`src/rtl/afsh_pkg.sv`:
```
package afsh_pkg;

  // ***********************************************************
  // widths and counts
  // ***********************************************************
  localparam int CODE_W = 32;   // width of one code word
  localparam int MAX_M  = 3;    // m words per block, at most
  localparam int NCHAN  = 6;    // m0, m1, m2, s, t, second aux
  localparam int CH_S   = 3;    // channel index of s
  localparam int CH_T   = 4;    // channel index of t
  localparam int CH_B   = 5;    // channel index of second aux

  localparam logic [1:0] ONE_WORD  = 2'h1;   // single word in a block
  localparam logic [1:0] MAX_M_CNT = 2'h3;   // three m words
  localparam logic [3:0] MAX_DIGIT = 4'h8;   // digit limit cap

  // ***********************************************************
  // m codes with a fixed meaning
  // ***********************************************************
  localparam logic [CODE_W-1:0] M_STOP     = 32'h0000_0000;  // program stop
  localparam logic [CODE_W-1:0] M_OPT_STOP = 32'h0000_0001;  // optional stop
  localparam logic [CODE_W-1:0] M_END      = 32'h0000_0002;  // end of program
  localparam logic [CODE_W-1:0] M_END_RW   = 32'h0000_001E;  // end and rewind
  localparam logic [CODE_W-1:0] M_INTR_ON  = 32'h0000_0060;  // interrupt macro on
  localparam logic [CODE_W-1:0] M_INTR_OFF = 32'h0000_0061;  // interrupt macro off
  localparam logic [CODE_W-1:0] M_SUB_CALL = 32'h0000_0062;  // subprogram call
  localparam logic [CODE_W-1:0] M_SUB_RET  = 32'h0000_0063;  // subprogram return
  localparam logic [CODE_W-1:0] M_EXT_CALL = 32'h0000_00C6;  // external sub call

  // ***********************************************************
  // address letter of the second auxiliary word
  // ***********************************************************
  typedef enum logic [2:0] {
    AFSH_LET_B = 3'h0,
    AFSH_LET_A = 3'h1,
    AFSH_LET_C = 3'h2,
    AFSH_LET_U = 3'h3,
    AFSH_LET_V = 3'h4,
    AFSH_LET_W = 3'h5
  } afsh_letter_type;

  // ***********************************************************
  // digit limit: smallest value that has too many digits
  // ***********************************************************
  function automatic logic [CODE_W-1:0] afsh_pow10(input logic [3:0] d);
    logic [CODE_W-1:0] r;
    unique case (d)
      4'h0:    r = 32'h0000_0001;
      4'h1:    r = 32'h0000_000A;
      4'h2:    r = 32'h0000_0064;
      4'h3:    r = 32'h0000_03E8;
      4'h4:    r = 32'h0000_2710;
      4'h5:    r = 32'h0001_86A0;
      4'h6:    r = 32'h000F_4240;
      4'h7:    r = 32'h0098_9680;
      default: r = 32'h05F5_E100;
    endcase
    return r;
  endfunction : afsh_pow10

endpackage : afsh_pkg

```
`src/rtl/afsh_aux_strobe.sv`:
```
`timescale 1ns/1ps
`default_nettype none

module afsh_aux_strobe (
  // clock and reset
  input  wire logic                                         sys_clk,
  input  wire logic                                         rst_n,
  // decoded block from the interpreter
  input  wire logic                                         blkValid,
  output logic                                              blkReady,
  input  wire logic [1:0]                                   blkMCount,
  input  wire logic [afsh_pkg::MAX_M-1:0][afsh_pkg::CODE_W-1:0] blkMCode,
  input  wire logic                                         blkSValid,
  input  wire logic [afsh_pkg::CODE_W-1:0]                  blkSCode,
  input  wire logic                                         blkTValid,
  input  wire logic [afsh_pkg::CODE_W-1:0]                  blkTCode,
  input  wire logic [1:0]                                   blkBCount,
  input  wire afsh_pkg::afsh_letter_type                    blkBLetter,
  input  wire logic [afsh_pkg::CODE_W-1:0]                  blkBCode,
  // configuration
  input  wire logic                                         cfgHighSpeed,
  input  wire logic                                         cfgMultiM,
  input  wire logic [3:0]                                   cfgMDigits,
  input  wire logic [3:0]                                   cfgBDigits,
  input  wire afsh_pkg::afsh_letter_type                    cfgBLetter,
  input  wire logic [afsh_pkg::CODE_W-1:0]                  cfgSubCallCode,
  input  wire logic [afsh_pkg::CODE_W-1:0]                  cfgMacroCallCode,
  input  wire logic [afsh_pkg::CODE_W-1:0]                  cfgIntrOnCode,
  input  wire logic [afsh_pkg::CODE_W-1:0]                  cfgIntrOffCode,
  input  wire logic [afsh_pkg::CODE_W-1:0]                  cfgWaitLow,
  input  wire logic [afsh_pkg::CODE_W-1:0]                  cfgWaitHigh,
  // machine side control inputs
  input  wire logic                                         auxLock,
  input  wire logic                                         waitIgnore,
  input  wire logic                                         finConv,
  input  wire logic [afsh_pkg::NCHAN-1:0]                   finHs,
  // code lines and strobes toward the sequence controller
  output logic      [afsh_pkg::NCHAN-1:0][afsh_pkg::CODE_W-1:0] auxCodeLines,
  output logic      [afsh_pkg::NCHAN-1:0]                   auxStrobe,
  // waiting handshake with the other path
  output logic                                              ownWaitValid,
  output logic      [afsh_pkg::CODE_W-1:0]                  ownWaitCode,
  input  wire logic                                         peerWaitValid,
  input  wire logic [afsh_pkg::CODE_W-1:0]                  peerWaitCode,
  // internal effects, one cycle pulses
  output logic                                              progEnd,
  output logic                                              progStop,
  output logic                                              optStop,
  output logic                                              subCall,
  output logic                                              subReturn,
  output logic                                              macroCall,
  output logic                                              intrMacroOn,
  output logic                                              intrMacroOff,
  output logic                                              blkAlarm
);
  import afsh_pkg::*;

  // ***********************************************************
  // state
  // ***********************************************************
  // one-hot states
  typedef enum logic [1:0] {
    ST_RUN  = 2'b01,   // taking blocks
    ST_SYNC = 2'b10    // holding at a waiting code
  } afsh_state_type;

  // whole state
  typedef struct packed {
    afsh_state_type    state;     // sequencing state
    logic              waitValid; // own waiting code shown
    logic [CODE_W-1:0] waitCode;  // own waiting code
    logic              progEnd;   // end of program pulse
    logic              progStop;  // program stop pulse
    logic              optStop;   // optional stop pulse
    logic              subCall;   // subprogram call pulse
    logic              subRet;    // subprogram return pulse
    logic              macCall;   // macro call pulse
    logic              intrOn;    // interrupt macro on pulse
    logic              intrOff;   // interrupt macro off pulse
    logic              alarm;     // block refused pulse
  } afsh_main_type;

  afsh_main_type st_reg;   // registered state
  afsh_main_type st_next;  // next state

  // helper signals
  logic [NCHAN-1:0]             chanBusy;   // channel waiting for completion
  logic [NCHAN-1:0]             chanStart;  // start pulse per channel
  logic [NCHAN-1:0][CODE_W-1:0] chanCode;   // code per channel
  logic                         take;       // block accepted this cycle
  logic                         bad;        // block is refused
  logic [MAX_M-1:0]             mUsed;      // m slot carries a word
  logic [MAX_M-1:0]             mIntern;    // handled without output
  logic [MAX_M-1:0]             mWait;      // waiting code
  logic [CODE_W-1:0]            mLimit;     // m digit limit
  logic [CODE_W-1:0]            bLimit;     // second aux digit limit

  // ***********************************************************
  // block classification
  // ***********************************************************
  always_comb begin
    // digit limits
    mLimit = afsh_pow10((cfgMDigits > MAX_DIGIT) ? MAX_DIGIT : cfgMDigits);
    bLimit = afsh_pow10((cfgBDigits > MAX_DIGIT) ? MAX_DIGIT : cfgBDigits);
    // no fault yet
    bad    = 1'b0;
    for (int i = 0; i < MAX_M; i++) begin
      // slot below the count
      mUsed[i]   = (2'(i) < blkMCount);
      // call, return and interrupt macro codes never leave the block
      mIntern[i] = (blkMCode[i] == M_SUB_CALL) || (blkMCode[i] == M_SUB_RET)
                || (blkMCode[i] == M_EXT_CALL) || (blkMCode[i] == M_INTR_ON)
                || (blkMCode[i] == M_INTR_OFF) || (blkMCode[i] == cfgSubCallCode)
                || (blkMCode[i] == cfgMacroCallCode)
                || (blkMCode[i] == cfgIntrOnCode)
                || (blkMCode[i] == cfgIntrOffCode);
      // waiting codes come from the configured range
      mWait[i]   = (blkMCode[i] >= cfgWaitLow) && (blkMCode[i] <= cfgWaitHigh);
      // too many digits
      if (mUsed[i] && (blkMCode[i] >= mLimit)) begin
        bad = 1'b1;
      end
    end
    // one m word unless three are allowed, never more than three
    if ((blkMCount > ONE_WORD) && !cfgMultiM) begin
      bad = 1'b1;
    end
    // three words at most
    if (blkMCount > MAX_M_CNT) begin
      bad = 1'b1;
    end
    // a waiting code stands alone among the m words of its block
    if ((blkMCount > ONE_WORD) && (|(mWait & mUsed))) begin
      bad = 1'b1;
    end
    // one second aux at most
    if (blkBCount > ONE_WORD) begin
      bad = 1'b1;
    end
    // letter must match
    if ((blkBCount == ONE_WORD) && (blkBLetter != cfgBLetter)) begin
      bad = 1'b1;
    end
    // second aux too long
    if ((blkBCount == ONE_WORD) && (blkBCode >= bLimit)) begin
      bad = 1'b1;
    end
    // s and t use the m limit
    if (blkSValid && (blkSCode >= mLimit)) begin
      bad = 1'b1;
    end
    if (blkTValid && (blkTCode >= mLimit)) begin
      bad = 1'b1;
    end
  end

  // a block waits for every channel to finish its previous command
  assign blkReady = (st_reg.state == ST_RUN) && !(|chanBusy);
  // bad blocks are consumed
  assign take     = blkValid && blkReady;

  // ***********************************************************
  // channel starts: lock and internal codes give no output
  // ***********************************************************
  always_comb begin
    // idle unless taken
    chanStart = '0;
    chanCode  = '0;
    for (int i = 0; i < MAX_M; i++) begin
      chanCode[i]  = blkMCode[i];
      // internal or waiting: no channel
      chanStart[i] = take && !bad && !auxLock && mUsed[i]
                   && !mIntern[i] && !mWait[i];
    end
    // s channel
    chanCode[CH_S]  = blkSCode;
    chanStart[CH_S] = take && !bad && !auxLock && blkSValid;
    // t channel
    chanCode[CH_T]  = blkTCode;
    chanStart[CH_T] = take && !bad && !auxLock && blkTValid;
    // second aux channel
    chanCode[CH_B]  = blkBCode;
    chanStart[CH_B] = take && !bad && !auxLock
                    && (blkBCount == ONE_WORD);
  end

  // ***********************************************************
  // sequencing, internal effects and waiting
  // ***********************************************************
  always_comb begin
    st_next          = st_reg;
    // pulses last one cycle
    st_next.progEnd  = 1'b0;
    st_next.progStop = 1'b0;
    st_next.optStop  = 1'b0;
    st_next.subCall  = 1'b0;
    st_next.subRet   = 1'b0;
    st_next.macCall  = 1'b0;
    st_next.intrOn   = 1'b0;
    st_next.intrOff  = 1'b0;
    st_next.alarm    = 1'b0;
    unique case (st_reg.state)
      ST_RUN: begin
        // taking blocks
        if (take && bad) begin
          // refused block: nothing leaves, the alarm pulses
          st_next.alarm = 1'b1;
        end else if (take) begin
          // effects below act whether or not the lock is on
          // each used slot
          for (int i = 0; i < MAX_M; i++) begin
            if (mUsed[i]) begin
              // program end
              if ((blkMCode[i] == M_END) || (blkMCode[i] == M_END_RW)) begin
                st_next.progEnd = 1'b1;
              end
              // stop
              if (blkMCode[i] == M_STOP) begin
                st_next.progStop = 1'b1;
              end
              // optional stop
              if (blkMCode[i] == M_OPT_STOP) begin
                st_next.optStop = 1'b1;
              end
              // call
              if ((blkMCode[i] == M_SUB_CALL) || (blkMCode[i] == M_EXT_CALL)
                  || (blkMCode[i] == cfgSubCallCode)) begin
                st_next.subCall = 1'b1;
              end
              // return
              if (blkMCode[i] == M_SUB_RET) begin
                st_next.subRet = 1'b1;
              end
              // macro call
              if (blkMCode[i] == cfgMacroCallCode) begin
                st_next.macCall = 1'b1;
              end
              // interrupt on
              if ((blkMCode[i] == M_INTR_ON) || (blkMCode[i] == cfgIntrOnCode)) begin
                st_next.intrOn = 1'b1;
              end
              // interrupt off
              if ((blkMCode[i] == M_INTR_OFF) || (blkMCode[i] == cfgIntrOffCode)) begin
                st_next.intrOff = 1'b1;
              end
            end
          end
          // a waiting code is shown to the peer, not to the machine
          if (mUsed[0] && mWait[0] && !mIntern[0] && !waitIgnore) begin
            st_next.state     = ST_SYNC;
            st_next.waitValid = 1'b1;
            st_next.waitCode  = blkMCode[0];
          end
        end
      end
      ST_SYNC: begin
        // release once the peer stands at the same code, or on ignore
        if (waitIgnore
            || (peerWaitValid && (peerWaitCode == st_reg.waitCode))) begin
          st_next.state     = ST_RUN;
          st_next.waitValid = 1'b0;
        end
      end
      // illegal code
      default: begin
        st_next.state     = ST_RUN;
        st_next.waitValid = 1'b0;
      end
    endcase
  end

  // ***********************************************************
  // registers
  // ***********************************************************
  always_ff @(posedge sys_clk or negedge rst_n) begin
    if (!rst_n) begin
      // clear to idle
      st_reg       <= '0;
      st_reg.state <= ST_RUN;
    end else begin
      st_reg <= st_next;
    end
  end

  // ***********************************************************
  // one handshake channel per function
  // ***********************************************************
  generate
    for (genvar c = 0; c < NCHAN; c++) begin : gChan
      // one per function
      afsh_strobe_chan uChan (
        .sys_clk   (sys_clk),
        .rst_n     (rst_n),
        .highSpeed (cfgHighSpeed),
        .start     (chanStart[c]),
        .startCode (chanCode[c]),
        .finConv   (finConv),
        .finHs     (finHs[c]),
        .codeOut   (auxCodeLines[c]),
        .strobeOut (auxStrobe[c]),
        .busy      (chanBusy[c])
      );
    end
  endgenerate

  // ***********************************************************
  // outputs
  // ***********************************************************
  // waiting handshake
  assign ownWaitValid = st_reg.waitValid;
  assign ownWaitCode  = st_reg.waitCode;
  // effect pulses
  assign progEnd      = st_reg.progEnd;
  assign progStop     = st_reg.progStop;
  assign optStop      = st_reg.optStop;
  assign subCall      = st_reg.subCall;
  assign subReturn    = st_reg.subRet;
  assign macroCall    = st_reg.macCall;
  assign intrMacroOn  = st_reg.intrOn;
  assign intrMacroOff = st_reg.intrOff;
  assign blkAlarm     = st_reg.alarm;

endmodule : afsh_aux_strobe

`default_nettype wire

```
`src/rtl/afsh_strobe_chan.sv`:
```
`timescale 1ns/1ps
`default_nettype none

module afsh_strobe_chan (
  // clock and reset
  input  wire logic                        sys_clk,
  input  wire logic                        rst_n,
  // protocol select
  input  wire logic                        highSpeed,
  // command from the block decoder
  input  wire logic                        start,
  input  wire logic [afsh_pkg::CODE_W-1:0] startCode,
  // completion lines from the sequence controller
  input  wire logic                        finConv,
  input  wire logic                        finHs,
  // code and strobe toward the sequence controller, busy back to the block decoder
  output logic      [afsh_pkg::CODE_W-1:0] codeOut,
  output logic                             strobeOut,
  output logic                             busy
);
  import afsh_pkg::*;

  // ***********************************************************
  // state
  // ***********************************************************
  typedef struct packed {
    logic [CODE_W-1:0] code;     // held code word
    logic              strobe;   // strobe level
    logic              armed;    // rise of finConv seen
    logic              finPrev;  // finConv one cycle ago
    logic              busy;     // waiting for completion
  } afsh_chan_type;

  afsh_chan_type st_reg;   // registered state
  afsh_chan_type st_next;  // next state

  // ***********************************************************
  // next state
  // ***********************************************************
  always_comb begin
    st_next         = st_reg;
    st_next.finPrev = finConv;
    if (start && !st_reg.busy) begin
      // code and strobe in the same edge; code then holds
      st_next.code  = startCode;
      st_next.busy  = 1'b1;
      st_next.armed = 1'b0;
      if (highSpeed) begin
        st_next.strobe = ~st_reg.strobe;
      end else begin
        st_next.strobe = 1'b1;
      end
    end else if (st_reg.busy && highSpeed) begin
      // done when the own completion line matches the strobe
      if (finHs == st_reg.strobe) begin
        st_next.busy = 1'b0;
      end
    end else if (st_reg.busy) begin
      // shared line: rise first, then the fall ends it
      if (finConv && !st_reg.finPrev) begin
        st_next.armed = 1'b1;
      end else if (st_reg.armed && !finConv) begin
        st_next.armed  = 1'b0;
        st_next.strobe = 1'b0;
        st_next.busy   = 1'b0;
      end
    end
  end

  // ***********************************************************
  // registers
  // ***********************************************************
  always_ff @(posedge sys_clk or negedge rst_n) begin
    if (!rst_n) begin
      st_reg <= '0;
    end else begin
      st_reg <= st_next;
    end
  end

  assign codeOut   = st_reg.code;
  assign strobeOut = st_reg.strobe;
  assign busy      = st_reg.busy;

endmodule : afsh_strobe_chan

`default_nettype wire
```
`config.mk`:
```
export PLATFORM = sky130hd
export DESIGN_NAME = afsh_aux_strobe
export DESIGN_NICKNAME = d
export VERILOG_FILES = /design/src/rtl/afsh_pkg.sv /design/src/rtl/afsh_aux_strobe.sv /design/src/rtl/afsh_strobe_chan.sv
export SDC_FILE = /design/constraint.sdc
export NUM_CORES = 1
export LEC_CHECK = 0
export BUFFER_PORTS_ARGS = -buffer_cell sky130_fd_sc_hd__buf_4
export CORE_AREA = 2 2 272 274
export CTS_CLUSTER_DIAMETER = 120
export DETAILED_ROUTE_END_ITERATION = 10
export DIE_AREA = 0 0 274 276
export PLACE_DENSITY = 0.58
export SYNTH_ARGS = -nofsm -noshare
export SYNTH_HDL_FRONTEND = slang
export SYNTH_HIERARCHICAL = 1
export SYNTH_SLANG_ARGS = --single-unit
```
`constraint.sdc`:
```
create_clock -name sys_clk -period 3.25 [get_ports sys_clk]
set_input_delay 0.1625 -clock sys_clk [delete_from_list [all_inputs] [get_ports sys_clk]]
set_output_delay 0.1625 -clock sys_clk [all_outputs]
set_load 0.02 [all_outputs]
```
* After elaboration in Yosys (flattened, before gate mapping)
Memories as Yosys holds them, arrays and structs flattened. Cells that the tools add are included.
Cells by class: mux-type cells 127, bitwise operators 8, equality and inequality tests 69, reduce and logical (&&, ||, !) cells 148, magnitude comparators 20
Operator list (number):
- $eq A32 B32 Y1 | 13
- $eq A32 B7 Y1 const B | 12
- $ge A32 B32 Y1 | 9
- $eq A32 B1 Y1 const B | 3
- $eq A32 B2 Y1 const B | 3
- $eq A32 B5 Y1 const B | 3
- $eq A32 B8 Y1 const B | 3
- $le A32 B32 Y1 | 3
- $logic_not A32 Y1 | 3
- $mux W1 | 90
- $mux W43 | 2
- $mux W32 | 2
- $logic_and A1 B1 Y1 | 52
- $mux W2 | 24
- $logic_or A1 B1 Y1 | 40
- $mux W35 | 1
- $reduce_and A4 Y1 | 8
- $ne A2 B1 Y1 const B | 13
- $mux W8 | 3
- $reduce_bool A2 Y1 | 12
- $logic_not A1 Y1 | 19
- $ne A3 B2 Y1 const B | 6
- $reduce_and A3 Y1 | 6
- $reduce_bool A3 Y1 | 6
- other kinds (18) | 36
Word-level totals: register bits 255, input port bits 451, memories 2, output and inout bits 241, bits in read-only memories 336
Memories:
- (no name shown) | depth 8, width 21, rd ports 1, clocked after Yosys merged registers in 0, write ports 0, line afsh_pkg.sv:47 | unique case (d)
- (no name shown) | depth 8, width 21, rd ports 1, clocked after Yosys merged registers in 0, write ports 0, line afsh_pkg.sv:47

* Longest topological paths before layout
An unclocked memory read counts as a cell.
depth in word-level cells 26, mapped depth 21, mapped depth without buffers 18

* Modules after synthesis
The synthesis kept the hierarchy.
By module, submodules not included:
- afsh_aux_strobe | cells each 1962, times used 1, area an instance 15705.1 um2
- afsh_strobe_chan | cells each 117, times used 6, area an instance 1751.7 um2

* Worst setup path after synthesis
No wires, ideal clock.
path type input to register, start input port cfgMDigits[3], end register gChan[3].uChan.st_reg, in the netlist gChan[3].uChan/codeOut[0], data arrival time 4441 ps, path slack -1316 ps, setup time 125 ps, data required time 3125 ps, cell stages on the path 18, cells stage by stage clkbuf_1 -> nor2b_1 -> ha_1 -> a21oi_1 -> ha_1 -> a21o_1 -> a211o_1 -> a2111oi_0 -> o21ai_0 -> a21oi_1 -> o41ai_1 -> o31a_1 -> clkbuf_1 -> nor4_1 -> nor2b_1 -> buf_6 -> buf_8 -> mux2_4
On the way: longest elaborated chain between the ends 22, elaborated cells on any way between the ends 30, those cells by class order compare: 6; mux: 13; reduce/logical: 10; memory: 1
RTL lines:
- from (decl) | line afsh_aux_strobe.sv:23 | input wire logic [3:0] cfgMDigits,
- $gt A4 B4 Y1 | line afsh_aux_strobe.sv:103 | mLimit = afsh_pow10((cfgMDigits > MAX_DIGIT) ? MAX_DIGIT : cfgMDigits);
- $mux W4 (*) | line afsh_aux_strobe.sv:103
- $mem_v2 Z8 W21
- $mux W32 (*) | line afsh_pkg.sv:47
- $ge A32 B32 Y1 | line afsh_aux_strobe.sv:120 | if (mUsed[i] && (blkMCode[i] >= mLimit)) begin
- $logic_and A1 B1 Y1 | line afsh_aux_strobe.sv:120
- $mux W1 (3 in series) | line afsh_aux_strobe.sv:120
- $mux W1 | line afsh_aux_strobe.sv:125 | if ((blkMCount > ONE_WORD) && !cfgMultiM) begin
- (+3 left out)
- $mux W1 | line afsh_aux_strobe.sv:141 | if ((blkBCount == ONE_WORD) && (blkBLetter != cfgBLetter)) begin
- $mux W1 | line afsh_aux_strobe.sv:145 | if ((blkBCount == ONE_WORD) && (blkBCode >= bLimit)) begin
- $mux W1 | line afsh_aux_strobe.sv:149 | if (blkSValid && (blkSCode >= mLimit)) begin
- $mux W1 (*) | line afsh_aux_strobe.sv:152 | if (blkTValid && (blkTCode >= mLimit)) begin
- $logic_not A1 Y1 (*) | line afsh_aux_strobe.sv:177 | chanStart[CH_S] = take && !bad && !auxLock && blkSValid;
- $logic_and A1 B1 Y1 (*) (3 in series) | line afsh_aux_strobe.sv:177
- named net chanStart[3] | line afsh_aux_strobe.sv:88 | logic [NCHAN-1:0] chanStart;
- $logic_and A1 B1 Y1 (*) | line afsh_strobe_chan.sv:43 | if (start && !st_reg.busy) begin
- to (signal assigned) | line afsh_strobe_chan.sv:77 | st_reg <= st_next;
- to (decl) | line afsh_strobe_chan.sv:34 | afsh_chan_type st_reg;
Mark *: on every way through the listed nets, which the timed path passes. The rest lies on a longest branch. A chain may end at the register's enable or synchronous reset.

* Final worst setup path
start input port cfgBDigits[3], end register gChan[1].uChan.st_reg, in the netlist gChan[1].uChan/codeOut[19]
On the way: longest elaborated chain between the ends 16
RTL lines:
- from (decl) | line afsh_aux_strobe.sv:24 | input wire logic [3:0] cfgBDigits,
- $gt A4 B4 Y1 | line afsh_aux_strobe.sv:104 | bLimit = afsh_pow10((cfgBDigits > MAX_DIGIT) ? MAX_DIGIT : cfgBDigits);
- $mux W4 (*) | line afsh_aux_strobe.sv:104
- $mem_v2 Z8 W21
- $mux W32 (*) | line afsh_pkg.sv:47
- $ge A32 B32 Y1 (*) | line afsh_aux_strobe.sv:145
- $logic_and A1 B1 Y1 (*) | line afsh_aux_strobe.sv:145
- $mux W1 (*) | line afsh_aux_strobe.sv:145
- $mux W1 (*) | line afsh_aux_strobe.sv:149
- $mux W1 (*) | line afsh_aux_strobe.sv:152
- $logic_not A1 Y1 (*) | line afsh_aux_strobe.sv:172 | chanStart[i] = take && !bad && !auxLock && mUsed[i]
- $logic_and A1 B1 Y1 (*) (3 in series) | line afsh_aux_strobe.sv:172
- $logic_and A1 B1 Y1 (*) (2 in series) | line afsh_aux_strobe.sv:173 | && !mIntern[i] && !mWait[i];
- named net chanStart[1] | line afsh_aux_strobe.sv:88
- $logic_and A1 B1 Y1 (*) | line afsh_strobe_chan.sv:43
- to (signal assigned) | line afsh_strobe_chan.sv:77
- to (decl) | line afsh_strobe_chan.sv:34
Marks and branches as above.

==> out/results.txt <==
The run finished, with violations left. The final reports fail on negative setup slack. The tools report the number of sinks driven by the clock tree as 259. The worst setup path is captured at a flop. In this run, placement finished with an instance count of 4391. The run gives 0.0340 sq mm as the placed instance area. The detailed router finished its first iteration with 2225 violations. In the final layout, the share of cells above drive strength 1 is 41.7%. Once layout is complete, the utilization of the core stands at 52.3%. The worst relative slew slack was 44.7%; the top fanout value on the critical path was 5. The finished cells cover 0.0380 sq mm.

After detailed routing, the total wire length is 133000 um. The die area was 0.0756 sq mm; the number of max-cap violations was 0. For the leftover overflow at the end of global routing, the log shows 0. The top cell type by area accounts for 24.6% of the synthesized area. The count of flip-flops with a built-in enable after synthesis was 0; the final period demand of the worst path was 3620 ps. Clock tree synthesis selected as its root buffer the cell sky130_fd_sc_hd__clkbuf_16. The maximum number of pins on one net before global-route repair is 85. The weighted congestion at the end of routability-driven global placement was 0.998. The die is 274 um wide. When the netlist entered floorplanning its net count stood at 3467. After layout, the worst path uses 111% of the clock period. The static leakage power was 18.3 nW. STA classifies the critical path startpoint as a primary input.

TritonCTS created 31 clock buffers. Counting along the longest clock path gives a buffer depth of 3. In this run, the combinational gates consume 34.8% of the power. The wire length per cell after detailed routing works out to 28.5 um. Once layout is complete, the cells apart from fillers number 4651. The run gives -369 ps as the least setup slack across all paths after layout.

The ratio of total power to cell area was 286 mW/mm^2. The internal portion of the total power is 0.00719 W. For the number of standard cells after synthesis, the log shows 2664. Most common library cell in the layout ignoring fill and taps: sky130_fd_sc_hd__buf_4. IR analysis of the VDD net gives a maximum drop of 0.000450 V. In the routed design, unresolved DRC markers number 0. Net switching is 33.7% of the power.

The area added between synthesis and finish came out at 44.8%. Setup repair after global routing could not meet its margin everywhere. 692 I/O pins were placed. The initial antenna violation count was 4; the global routing usage summed across all routing layers was 33.4%. For this block, the via count after detailed routing is 25400. The die is 276 um tall. Worst-margin pin slew: 822 ps. The cell area that synthesis handed to floorplanning was 0.0262 sq mm.

For this run, the top clock speed supported by timing is 0.276 GHz. The register with the most flip-flops in the layout has 192 of them. The total count of max-transition violations in the final report is 0. The tools report the wire length of the first global-routing pass as 183000 um. The top cell types in the final layout, fill and taps aside, are sky130_fd_sc_hd__buf_4, sky130_fd_sc_hd__ha_1, sky130_fd_sc_hd__dfrtp_1, sky130_fd_sc_hd__xnor2_1, sky130_fd_sc_hd__mux2_4. The share of the Yosys chip area taken by registers is 24.7%. Sorting the synthesized cells by area gives the leading types as sky130_fd_sc_hd__dfrtp_1, sky130_fd_sc_hd__ha_1, sky130_fd_sc_hd__mux2_4, sky130_fd_sc_hd__xnor2_1, sky130_fd_sc_hd__buf_4.

After the last flow step, the layout net total stands at 4469. During synthesis, Yosys emitted a total of 6 warnings. At the later pin of the worst-skew pair, clock insertion delay measures 630 ps. On the final layout, the worst clock skew is 27.5 ps. The class of the tightest hold or removal check was in2reg.

The most common flop cell mapped by yosys was sky130_fd_sc_hd__dfrtp_1. In the routed layout, each cell is associated on average with a via count of 5.47. In this run, flip-flops and latches consume 30.8% of the power.

The tools report the register-to-register path setup slack as 110 ps. The run gives 0 as the count of final hold-check violations. TritonCTS built the clock tree.

Each instance of the synthesized netlist takes up on average 9.84 sq um. After synthesis, the netlist uses 76 different library cells. Once the floorplan was initialized, standard cells occupied 36.1% of the core. The switching power total is 0.00365 W. The number of detailed-route iterations in the first pass was 6; the clock network power share was 34.4%.

Number of placement rows: 99. The synthesized design spends more area on one cell type than any other, namely sky130_fd_sc_hd__dfrtp_1. The number of buffer cells added on primary ports was 691; the core footprint was 0.0726 sq mm. The run gives 1 as the number of H-tree levels. Clock-pin slew was measured on the worst setup and hold paths at 60 ps. Setup violation total in the final timing report: 204.

For this run, asynchronously set or reset flops after synthesis account for 100%. Data on the critical path is required at its endpoint by 3740 ps. For the worst setup path, the data arrival time is 4110 ps.

Fill cells in the final layout number 6590. The detail route stage leaves a number of antenna-violating nets equal to 0. The run gives 105000 um as the HPWL reported at the end of detailed placement.

The via count of the first global-routing pass was 25400; the flip-flop and latch count after synthesis was 259. The worst setup path is of the in2reg kind.
-- routing by layer --
layer	GRT usage (%)	share of wire, %	vias up
met1	42.7	41	12400
met3	6.61	8.8	315
met5	0	0.019	-
li1	-	-	11400
met4	12.5	4.8	4
met2	55.3	46	1365
-- what timing repair did --
item                       CTS  global route
hold buffers               142             2
setup buffers               39            13
pin swaps                   32             3
cloned                      11             8
gates resized for setup    103            48
hold endpoints to repair   233             2
setup endpoints to repair  214           206
-- cells in the mapped netlist (all sizes together) (81+ instances only) --
library cell	instances
nor2	81
ha	352
mux2	221
xor2	178
clkbuf	91
nor4	99
a21oi	125
xnor2	247
buf	264
nand2	123
nand4	119
inv	83
dfrtp	258
-- path summary, 6_finish.rpt --
kind	startpoint	end	cells after the start
setup / recovery	cfgBDigits[3]	gChan[1].uChan/codeOut[19]	20
hold / removal	finHs[1]	gChan[1].uChan/busy	4
setup reg to reg	gChan[0].uChan/busy	gChan[2].uChan/codeOut[21]	10
hold reg to reg	gChan[2].uChan/st_reg[2]	gChan[2].uChan/st_reg[2]	2
max in group asynchronous	rst_n	gChan[2].uChan/codeOut[29]	3
min in group asynchronous	rst_n	gChan[5].uChan/codeOut[8]	2
-- worst max-delay path: stages --
cell and delay, ps:
sky130_fd_sc_hd__buf_4 140, sky130_fd_sc_hd__nor2b_4 200, sky130_fd_sc_hd__inv_2 80, sky130_fd_sc_hd__ha_4 170, sky130_fd_sc_hd__a21oi_2 140, sky130_fd_sc_hd__a21boi_2 170
sky130_fd_sc_hd__ha_1 250, sky130_fd_sc_hd__nand3_2 120, sky130_fd_sc_hd__nor2_4 60, sky130_fd_sc_hd__a2111oi_4 330, sky130_fd_sc_hd__nand4_1 310, sky130_fd_sc_hd__a41oi_2 240
sky130_fd_sc_hd__and4_4 280, sky130_fd_sc_hd__buf_4 130, sky130_fd_sc_hd__and3_4 170, sky130_fd_sc_hd__and4_1 190, sky130_fd_sc_hd__nor2b_4 200, sky130_fd_sc_hd__buf_12 180
sky130_fd_sc_hd__bufbuf_16 280, sky130_fd_sc_hd__mux2_4 290
-- metrics by stage --
stage / power, W / setup WS, ps / hold slack [ps] / TNS, ps
6_report: 0.0108 / -369 / 10.3 / -49990
5_1_grt: 0.0113 / -501 / 43.5 / -77580
4_1_cts: 0.0108 / -320 / -228 / -30590
3_5_place_dp: 0.00685 / -1240 / 215 / -269920
3_3_place_gp: 0.00683 / -1180 / 215 / -254060
2_1_floorplan: 0.00498 / -483 / -133 / -89440
-- final cells by class --
type,instances,area (sq um),area share [%]
inverters,83,315,0.831
flip-flops and latches,259,6480,17.1
well taps,959,1200,3.16
diodes,1,2.50,0.00659
clock buffers,37,828,2.18
clock inverters,21,245,0.646
multi-input cells,1967,17800,46.8
repair buffers,1324,11100,29.3
-- cell families (layout without fill, tap and decap cells) --
logic type | Yosys count | count (layout) | share of synthesized area [%]
xor gates and xnor gates | 425 | 425 | 14.2
muxes | 221 | 221 | 11.9
AOI/OAI and AO/OA | 363 | 363 | 9.00
adders and majority gates | 352 | 352 | 16.8
and+or+nand+nor | 606 | 606 | 12.8
DFF | 259 | 259 | 24.7
other | 0 | 1 | 0
buffers and inverters | 438 | 1465 | 10.5
-- power groups by stage --
stage | combinational (W) | sequential [W] | clock (W)
after CTS | 0.00368 | 0.00334 | 0.00381
after detailed placement | 0.00345 | 0.00340 | 0
after global routing | 0.00402 | 0.00334 | 0.00394
after floorplan | 0.00160 | 0.00338 | 0
after global placement | 0.00343 | 0.00340 | 0
final | 0.00377 | 0.00334 | 0.00373
Note: power is estimated with default switching activity, not from simulation.
